**src/hw/pbrx_defines.svh**
```systemverilog
`ifndef PBRX_DEFINES_SVH
`define PBRX_DEFINES_SVH

// Register window bases (one 16-bit register per address)
`define PBRX_CTRL_BASE   14'h0340
`define PBRX_ERR_BASE    14'h0360

// Control register field positions
`define PBRX_START_BIT   0
`define PBRX_CLEAR_BIT   1

// Reset values and limits
`define PBRX_CTRL_RST    2'h0
`define PBRX_CNT_RST     16'h0000
`define PBRX_CNT_MAX     16'hFFFF
`define PBRX_BITCNT_RST  11'h000
`define PBRX_RDATA_RST   16'h0000

`endif

```
**src/hw/pbrx_pkg.sv**
```systemverilog
package pbrx_pkg;

    // State of one stream's error counter
    typedef struct packed {
        logic [15:0] count;
    } pbrx_lane_s;

    // State of the register and timing logic
    typedef struct packed {
        logic [31:0]      sync1;
        logic [31:0]      sync2;
        logic             fp1;
        logic             fp2;
        logic [10:0]      bit_cnt;
        logic [31:0][1:0] ctrl;
        logic [15:0]      rdata;
    } pbrx_top_s;

endpackage

```
**src/hw/pbrx_lane.sv**
```systemverilog
`timescale 1ns/10ps
`include "pbrx_defines.svh"

module pbrx_lane (
    input  wire logic        clock,
    input  wire logic        rst_n,
    input  wire logic        counter_clear,
    input  wire logic        test_run,
    input  wire logic        in_window,
    input  wire logic        sample,
    input  wire logic        rx_bit,
    input  wire logic        expected_bit,
    output logic [15:0]      error_count
);

    pbrx_pkg::pbrx_lane_s state_ff;
    pbrx_pkg::pbrx_lane_s nxt_state;
    logic                 mismatch;

    // One error per differing bit inside the channel window
    assign mismatch = test_run && sample && in_window &&
                      (rx_bit != expected_bit);

    // Clear dominates; counting only while the test runs
    always_comb begin
        nxt_state = state_ff;
        if (counter_clear) begin
            nxt_state.count = `PBRX_CNT_RST;
        end else if (mismatch &&
                     state_ff.count != `PBRX_CNT_MAX) begin
            nxt_state.count = state_ff.count + 16'h0001;
        end
    end

    always_ff @(posedge clock or negedge rst_n) begin
        if (!rst_n) begin
            state_ff.count <= `PBRX_CNT_RST;
        end else begin
            state_ff <= nxt_state;
        end
    end

    assign error_count = state_ff.count;

    chk_clear_zero: assert property (
        @(posedge clock) disable iff (!rst_n)
        counter_clear |=> error_count == 16'h0000)
        else $error("count not zero after clear");

    chk_saturate_hold: assert property (
        @(posedge clock) disable iff (!rst_n)
        (error_count == 16'hFFFF && !counter_clear)
            |=> error_count == 16'hFFFF)
        else $error("saturated count moved");

    chk_stopped_stable: assert property (
        @(posedge clock) disable iff (!rst_n)
        (!test_run && !counter_clear) |=> $stable(error_count))
        else $error("count changed while stopped");

    chk_mismatch_step: assert property (
        @(posedge clock) disable iff (!rst_n)
        (mismatch && !counter_clear && error_count != 16'hFFFF)
            |=> error_count == $past(error_count) + 16'h0001)
        else $error("mismatch not counted once");

    chk_window_hold: assert property (
        @(posedge clock) disable iff (!rst_n)
        (!in_window && !counter_clear) [*2] |-> $stable(error_count))
        else $error("count moved outside window");

endmodule

```
**src/hw/pbrx_receiver.sv**
```systemverilog
// Notes on behaviour
// - Clear bit holds counter and count at zero
// - Start bit enables the stream's comparison
// - Errors accumulate into readable count register
// - Error count saturates at FFFF, never wraps
// - Error count is read-only to software
// - Thirty-two independent stream register sets
// - Zero channel length means no comparison
`timescale 1ns/10ps
`include "pbrx_defines.svh"

module pbrx_receiver (
    input  wire logic          clock,
    input  wire logic          rst_n,
    input  wire logic [13:0]   cpu_addr,
    input  wire logic [15:0]   cpu_wdata,
    input  wire logic          cpu_wr,
    input  wire logic          cpu_rd,
    output logic [15:0]        cpu_rdata,
    input  wire logic          ber_receiver_global_enable,
    input  wire logic          frame_pulse,
    input  wire logic          bit_tick,
    input  wire logic [31:0]   serial_input_stream,
    input  wire logic [31:0]   expected_bit,
    input  wire logic [255:0]  ber_start_channel,
    input  wire logic [287:0]  ber_length_bits
);

    localparam logic [13:0] CTRL_BASE = `PBRX_CTRL_BASE;
    localparam logic [13:0] ERR_BASE  = `PBRX_ERR_BASE;

    pbrx_pkg::pbrx_top_s state_ff;
    pbrx_pkg::pbrx_top_s nxt_state;

    logic        ctrl_hit;
    logic        err_hit;
    logic [4:0]  idx;
    logic [31:0] test_run;
    logic [31:0] clear_vec;
    logic [31:0] in_window;
    logic [31:0] zero_len;
    logic [15:0] lane_count [32];
    logic [15:0] sel_count;
    logic [7:0]  chan;

    // Both windows are 32 words long and 32-aligned
    assign ctrl_hit  = cpu_addr[13:5] == CTRL_BASE[13:5];
    assign err_hit   = cpu_addr[13:5] == ERR_BASE[13:5];
    assign idx       = cpu_addr[4:0];
    assign sel_count = lane_count[idx];
    assign chan      = state_ff.bit_cnt[10:3];

    // Per-stream run, clear and channel window decode
    always_comb begin
        logic [9:0] first;
        logic [9:0] last_x;
        logic [8:0] len;
        first  = 10'h000;
        last_x = 10'h000;
        len    = 9'h000;
        for (int i = 0; i < 32; i++) begin
            len    = ber_length_bits[i*9 +: 9];
            first  = {2'h0, ber_start_channel[i*8 +: 8]};
            last_x = first + {1'h0, len};
            zero_len[i]  = len == 9'h000;
            // Global enable is only a gate; software orders it first
            test_run[i]  = state_ff.ctrl[i][`PBRX_START_BIT] &&
                           ber_receiver_global_enable;
            clear_vec[i] = state_ff.ctrl[i][`PBRX_CLEAR_BIT];
            in_window[i] = !zero_len[i] &&
                           ({2'h0, chan} >= first) &&
                           ({2'h0, chan} < last_x);
        end
    end

    // Synchronisers, frame bit counter and register port
    always_comb begin
        nxt_state       = state_ff;
        nxt_state.sync1 = serial_input_stream;
        nxt_state.sync2 = state_ff.sync1;
        nxt_state.fp1   = frame_pulse;
        nxt_state.fp2   = state_ff.fp1;
        if (bit_tick) begin
            // Frame pulse marks bit 0 of channel 0
            if (state_ff.fp2) begin
                nxt_state.bit_cnt = `PBRX_BITCNT_RST;
            end else begin
                nxt_state.bit_cnt = state_ff.bit_cnt + 11'h001;
            end
        end
        // Reserved bits are dropped, so they always read zero
        if (cpu_wr && ctrl_hit) begin
            nxt_state.ctrl[idx] = cpu_wdata[1:0];
        end
        // Writes to the count window fall through unused
        if (cpu_rd) begin
            if (ctrl_hit) begin
                nxt_state.rdata = {14'h0000, state_ff.ctrl[idx]};
            end else if (err_hit) begin
                nxt_state.rdata = sel_count;
            end else begin
                nxt_state.rdata = `PBRX_RDATA_RST;
            end
        end
    end

    always_ff @(posedge clock or negedge rst_n) begin
        if (!rst_n) begin
            state_ff.sync1   <= 32'h00000000;
            state_ff.sync2   <= 32'h00000000;
            state_ff.fp1     <= 1'b0;
            state_ff.fp2     <= 1'b0;
            state_ff.bit_cnt <= `PBRX_BITCNT_RST;
            state_ff.ctrl    <= {32{`PBRX_CTRL_RST}};
            state_ff.rdata   <= `PBRX_RDATA_RST;
        end else begin
            state_ff <= nxt_state;
        end
    end

    assign cpu_rdata = state_ff.rdata;

    // One counter per input stream
    genvar g;
    generate
        for (g = 0; g < 32; g++) begin : g_lane
            pbrx_lane u_lane (
                .clock         (clock),
                .rst_n         (rst_n),
                .counter_clear (clear_vec[g]),
                .test_run      (test_run[g]),
                .in_window     (in_window[g]),
                .sample        (bit_tick),
                .rx_bit        (state_ff.sync2[g]),
                .expected_bit  (expected_bit[g]),
                .error_count   (lane_count[g])
            );
        end
    endgenerate

    chk_zero_len_win: assert property (
        @(posedge clock) disable iff (!rst_n)
        (zero_len & in_window) == 32'h00000000)
        else $error("window open with zero length");

    chk_count_readback: assert property (
        @(posedge clock) disable iff (!rst_n)
        (cpu_rd && err_hit) |=> cpu_rdata == $past(sel_count))
        else $error("count read returned wrong value");

    chk_run_gate: assert property (
        @(posedge clock) disable iff (!rst_n)
        !ber_receiver_global_enable |-> test_run == 32'h00000000)
        else $error("stream ran without global enable");

    // Each write lands in the addressed stream's word only
    chk_ctrl_write: assert property (
        @(posedge clock) disable iff (!rst_n)
        (cpu_wr && ctrl_hit)
            |=> state_ff.ctrl[$past(idx)] == $past(cpu_wdata[1:0]))
        else $error("control write not stored");

    // Control bits change only through a control-window write
    chk_ctrl_hold: assert property (
        @(posedge clock) disable iff (!rst_n)
        !(cpu_wr && ctrl_hit) |=> $stable(state_ff.ctrl))
        else $error("control bits changed without write");

    // Count-window writes have no register to land in
    chk_count_wr_drop: assert property (
        @(posedge clock) disable iff (!rst_n)
        (cpu_wr && err_hit) |=> $stable(state_ff.ctrl))
        else $error("count window write reached control");

    // Reserved control bits always read back as zero
    chk_reserved_zero: assert property (
        @(posedge clock) disable iff (!rst_n)
        (cpu_rd && ctrl_hit) |=> cpu_rdata[15:2] == 14'h0000)
        else $error("reserved control bits read non-zero");

    // Addresses outside both windows read as zero
    chk_unmapped_zero: assert property (
        @(posedge clock) disable iff (!rst_n)
        (cpu_rd && !ctrl_hit && !err_hit) |=> cpu_rdata == 16'h0000)
        else $error("unmapped read not zero");

    // Read data stands until the next read strobe
    chk_rdata_hold: assert property (
        @(posedge clock) disable iff (!rst_n)
        !cpu_rd |=> $stable(cpu_rdata))
        else $error("read data moved without a read");

    // A seen frame pulse puts the counter on bit 0 of channel 0
    chk_frame_restart: assert property (
        @(posedge clock) disable iff (!rst_n)
        (bit_tick && state_ff.fp2) |=> state_ff.bit_cnt == 11'h000)
        else $error("frame pulse did not restart bit count");

    // Every other tick moves the window position one bit on
    chk_bit_advance: assert property (
        @(posedge clock) disable iff (!rst_n)
        (bit_tick && !state_ff.fp2)
            |=> state_ff.bit_cnt == $past(state_ff.bit_cnt) + 11'h001)
        else $error("bit count did not advance");

    // Stream bits reach the compare two clocks after the pin;
    // waits until the chain holds data taken after reset
    chk_sync_delay: assert property (
        @(posedge clock) disable iff (!rst_n)
        $past(rst_n, 2)
            |-> state_ff.sync2 == $past(serial_input_stream, 2))
        else $error("stream sync delay not two clocks");

    // Frame pulse sees the same two-clock delay as the data
    chk_frame_sync: assert property (
        @(posedge clock) disable iff (!rst_n)
        $past(rst_n, 2)
            |-> state_ff.fp2 == $past(frame_pulse, 2))
        else $error("frame pulse sync delay not two clocks");

endmodule

```
**config.mk**
```make
export PLATFORM = sky130hd
export DESIGN_NAME = pbrx_receiver
export DESIGN_NICKNAME = d
export VERILOG_FILES = /design/src/hw/pbrx_pkg.sv /design/src/hw/pbrx_lane.sv /design/src/hw/pbrx_receiver.sv
export VERILOG_INCLUDE_DIRS = /design/src /design/src/hw
export SDC_FILE = /design/constraint.sdc
export NUM_CORES = 2
export LEC_CHECK = 0
export BUFFER_PORTS_ARGS = -buffer_cell sky130_fd_sc_hd__buf_2
export CORE_MARGIN = 4
export CORE_UTILIZATION = 55
export CTS_CLUSTER_DIAMETER = 60
export DETAILED_ROUTE_END_ITERATION = 6
export PLACE_DENSITY = 0.87
export SYNTH_ARGS = -nofsm -noshare
export SYNTH_HDL_FRONTEND = slang
export SYNTH_HIERARCHICAL = 1
export SYNTH_SLANG_ARGS = --single-unit
```
**constraint.sdc**
```tcl
create_clock -name clock -period 11.99 [get_ports clock]
set_input_delay 2.398 -clock clock [delete_from_list [all_inputs] [get_ports clock]]
set_output_delay 2.398 -clock clock [all_outputs]
set_load 0.05 [all_outputs]
```
==> parameters.txt <==
Parameter                              Value

Status
  Result of the run ... completed

Critical path
  CP max FO ... 8
  CP Data Arrival Time ... 7230 ps
  Worst Setup Path Type ... primary input to flip-flop
  Startpoint class of the critical path ... primary input
  Data required time at the worst endpoint ... 12560 ps
  Critical R2R Launch ... chan[2]
  Slowest stage cell, crit path ... sky130_fd_sc_hd__a31oi_1
  Worst setup slack for register-to-register paths ... 6520 ps
  RR Endpoint ... g_lane[24].u_lane/error_count[11]
  Series of cell instances along the critical path ... buf_2 > ha_1 > inv_1 > fa_1 > ha_1 > a21o_1 > a21o_1 > a2111oi_0 > o21ai_0 > a31oi_1 > nand3_1 > or4_1 > or4_1 > a21oi_1
  Longest individual stage delay on the worst path ... 770 ps
  Cell count of the worst reg-to-reg path ... 10
  Endpoint type of the worst setup path ... flip-flop

Finish
  Proportion of layout cells with a drive suffix above 1 ... 17.67%
  Top library cells by usage in the layout, fill and taps aside ... sky130_fd_sc_hd__ha_1 (769), sky130_fd_sc_hd__dfrtp_1 (661), sky130_fd_sc_hd__buf_2 (643)
  Leading cell type in the layout, fill and taps excluded ... sky130_fd_sc_hd__ha_1
  Final core utilization ... 60.97%
  Final Net Count ... 8878
  Area grow syn2layout ... 10.25%

Clocking
  Resize count post-CTS ... 0
  CTS root buffer ... sky130_fd_sc_hd__clkbuf_16
  Clock transition at path regs ... 60 ps
  Number of buffers inserted during clock tree synthesis ... 75
  Clk_lat worst skew ... 660 ps
  Post-CTS setup buffer count ... 0
  TritonCTS clock tree ... built
  Worst-case clock buffer depth ... 3
  Number of levels in the clock H-tree ... 3
  Sinks on the clock net ... 669
  Hold-fix buffers at CTS ... 0

Die
  Die Width ... 346.9 µm
  Area of the die ... 120300 µm²
  Height of the die ... 346.9 µm
  Cell row count ... 124
  Starting utilization of the core area ... 55.31%
  Floorplan core area ... 114200 µm²
  I/O pin cnt ... 661

Timing
  Unrepaired setup endpoints after global routing ... false
  Final worst-path cycle share ... 55.53%
  Hold WS ... 338.2 ps
  Post-route minimum period ... 6658 ps
  Worst setup slack after layout ... 5332 ps
  Worst clock skew on the final layout ... 33.70 ps
  Top achievable clock speed ... 150.2 MHz
  Number of setup violations in the final report ... 0
  Final setup TNS ... 0 ps
  Max transition margin ... 13.00%
  Number of max-slew violations in the final report ... 0
  Transition at the pin with the smallest max-transition slack ... 1300 ps
  Hold violation count in the final report ... 0

Min path
  Hold path startpoint ... nxt_state[107]
  Hold Path End ... state_ff[107]
  Hold depth ... 0
  Worst Hold Class ... flip-flop to flip-flop

Synthesis
  Mapped cell area ... 63150 µm²
  Post-synthesis xor/xnor area fraction ... 3.065%
  Warnings, synthesis ... 6
  Area leader, netlist ... sky130_fd_sc_hd__dfrtp_1
  Count of different cell masters after synthesis ... 76
  Yosys reg bits ... 669
  Most instantiated flip-flop cell in the synthesis netlist ... sky130_fd_sc_hd__dfrtp_1
  Combinational family with the most area after synthesis ... simple AND/OR/NAND/NOR gates
  Simple-gate portion of the synthesized area ... 23.90%
  Post-synthesis adder-cell area fraction ... 16.25%
  Compound-Gate Fraction of Synth Area ... 16.67%
  Net count after synthesis ... 8404
  Multiplexer fraction of the synthesized cell area ... 8.646%
  EDFF count, synth ... 0
  Top cells by area in the synthesized netlist ... sky130_fd_sc_hd__dfrtp_1 (27%), sky130_fd_sc_hd__ha_1 (15%), sky130_fd_sc_hd__a21oi_1 (5.0%), sky130_fd_sc_hd__mux4_2 (3.9%), sky130_fd_sc_hd__mux2_2 (3.5%)
  Seq/Total Area, Yosys ... 26.51%
  Area share of the largest cell type after synthesis ... 26.51%
  Share of flip-flops with an asynchronous set or reset ... 100.0%
  Synth Area per Inst ... 9.077 µm²
  Gate count of the mapped netlist ... 6958

Routing
  Post-detailed-routing wire length ... 211.5 mm
  Number of remaining DRC errors ... 0
  Avg Vias per Cell ... 6.759
  Number of nets still failing antenna checks after routing ... 0
  Initial DRT Pass Iterations ... 7
  Via count ... 61630
  Number of design-rule violations left by the first detailed-router iteration ... 7078
  Routed WL per cell ... 23.19 µm

Global routing
  Number of global-route vias before repair ... 58400
  Global Route Usage Sum ... 33.50%
  Total global routing overflow ... 0
  Pin count of the biggest net entering global routing ... 172
  Number of antenna violations at the first check in global routing ... 132
  First-pass GRT wire length ... 324.6 mm

Pwr
  Pwr Total ... 5866 µW
  Largest vdd supply drop ... 0.1097 mV
  Power per cell area ... 84.26 nW/µm²
  Static leakage ... 0.03066 µW

Placed design
  Post-detailed-placement half-perimeter wirelength ... 161.2 mm
  Placer Congestion ... 1.027
  Dpl ws ... 4792 ps
  Number of buffer cells added on primary ports ... 646

Job
  MaxCap Viol Count ... 0
[cells in the mapped netlist (69+ instances only)]
| master | instances |
|---|---|
| sky130_fd_sc_hd__ha_1 | 769 |
| sky130_fd_sc_hd__nor2b_1 | 187 |
| sky130_fd_sc_hd__a21oi_1 | 633 |
| sky130_fd_sc_hd__xor2_1 | 128 |
| sky130_fd_sc_hd__xnor2_1 | 93 |
| sky130_fd_sc_hd__a21o_1 | 111 |
| sky130_fd_sc_hd__nor4_1 | 267 |
| sky130_fd_sc_hd__nand2b_1 | 91 |
| sky130_fd_sc_hd__nand3_1 | 317 |
| sky130_fd_sc_hd__mux2_2 | 198 |
| sky130_fd_sc_hd__or4_1 | 270 |
| sky130_fd_sc_hd__inv_1 | 337 |
| sky130_fd_sc_hd__or3_1 | 69 |
| sky130_fd_sc_hd__nor2_1 | 320 |
| sky130_fd_sc_hd__mux4_2 | 109 |
| sky130_fd_sc_hd__buf_2 | 79 |
| sky130_fd_sc_hd__nand4_1 | 211 |
| sky130_fd_sc_hd__o21ai_0 | 304 |
| sky130_fd_sc_hd__o31ai_1 | 266 |
| sky130_fd_sc_hd__nor3_1 | 94 |
| sky130_fd_sc_hd__clkbuf_1 | 93 |
| sky130_fd_sc_hd__dfrtp_1 | 669 |
| sky130_fd_sc_hd__nand2_1 | 379 |
| sky130_fd_sc_hd__a211oi_1 | 96 |
[through the flow]
step	instances	instance area [µm²]
global placement	8867	66680
detailed placement	8867	66680
finish	9119	69630
global route	9103	69590
CTS	9005	69340
floorplan	6958	63150
[sequential cells by signal (all words and copies together) (netlist names)]
signal and flops:
chan 8, clear_vec 32, cpu_rdata 16, g_lane.u_lane/error_count 512, nxt_state 33, state_ff 68
[logic make-up (layout without fill, tap and decap cells)]
logic type | count (synthesis) | after routing
other cells | 0 | 114
simple gates | 2581 | 2581
mux | 378 | 378
buf+inv | 612 | 1147
fa+ha+maj | 801 | 801
flops | 669 | 669
compound gates | 1696 | 1696
xor+xnor | 221 | 221
[where the power goes]
part / internal (µW) / leakage (µW) / switching, µW
Combinational: 457 / 0.0202 / 616
Sequential: 2270 / 0.00918 / 7.61
Clock: 1490 / 0.00131 / 1030
Total: 4220 / 0.0307 / 1650
[cell type report]
class                   instances  area [µm²]
well taps                    1512        1892
fillers                      9599       44560
repair buffers                671        3468
multi-input cells            5677       43280
clock buffers                 104        2200
inverters                     338        1269
clock inverters                34       460.4
diodes                        114       285.3
flip-flops and latches        669       16770
[worst max-delay path, delay by kind of cell]
family / cells / cell delay, ps
buffers and inverters: 2 / 180
adders and majority gates: 3 / 910
and+or+nand+nor: 3 / 1770
AOI/OAI and AO/OA: 6 / 1940
[metal layers]
metal / GRT usage (%) / part of all wire [%] / vias up
met4: 21.17 / 7.4 / 30
met3: 8.668 / 11 / 811
met5: 0 / 0.094 / -
met2: 51.72 / 44 / 3301
met1: 41.93 / 37 / 29510
li1: - / - / 27980
[worst max-delay path by stage]
stage	slack [ps]	startpoint	endpoint	cells past startpoint
after floorplan	6110	ber_start_channel[96]	g_lane[12].u_lane/error_count[11]	16
after global placement	4920	ber_start_channel[0]	g_lane[0].u_lane/error_count[9]	18
after detailed placement	4790	ber_length_bits[0]	g_lane[0].u_lane/error_count[9]	18
after CTS	5450	ber_length_bits[0]	g_lane[0].u_lane/error_count[9]	18
after global routing	5210	ber_length_bits[0]	g_lane[0].u_lane/error_count[9]	18
final	5330	ber_start_channel[192]	g_lane[24].u_lane/error_count[11]	14
No activity file was read; power rests on OpenSTA's default activity.
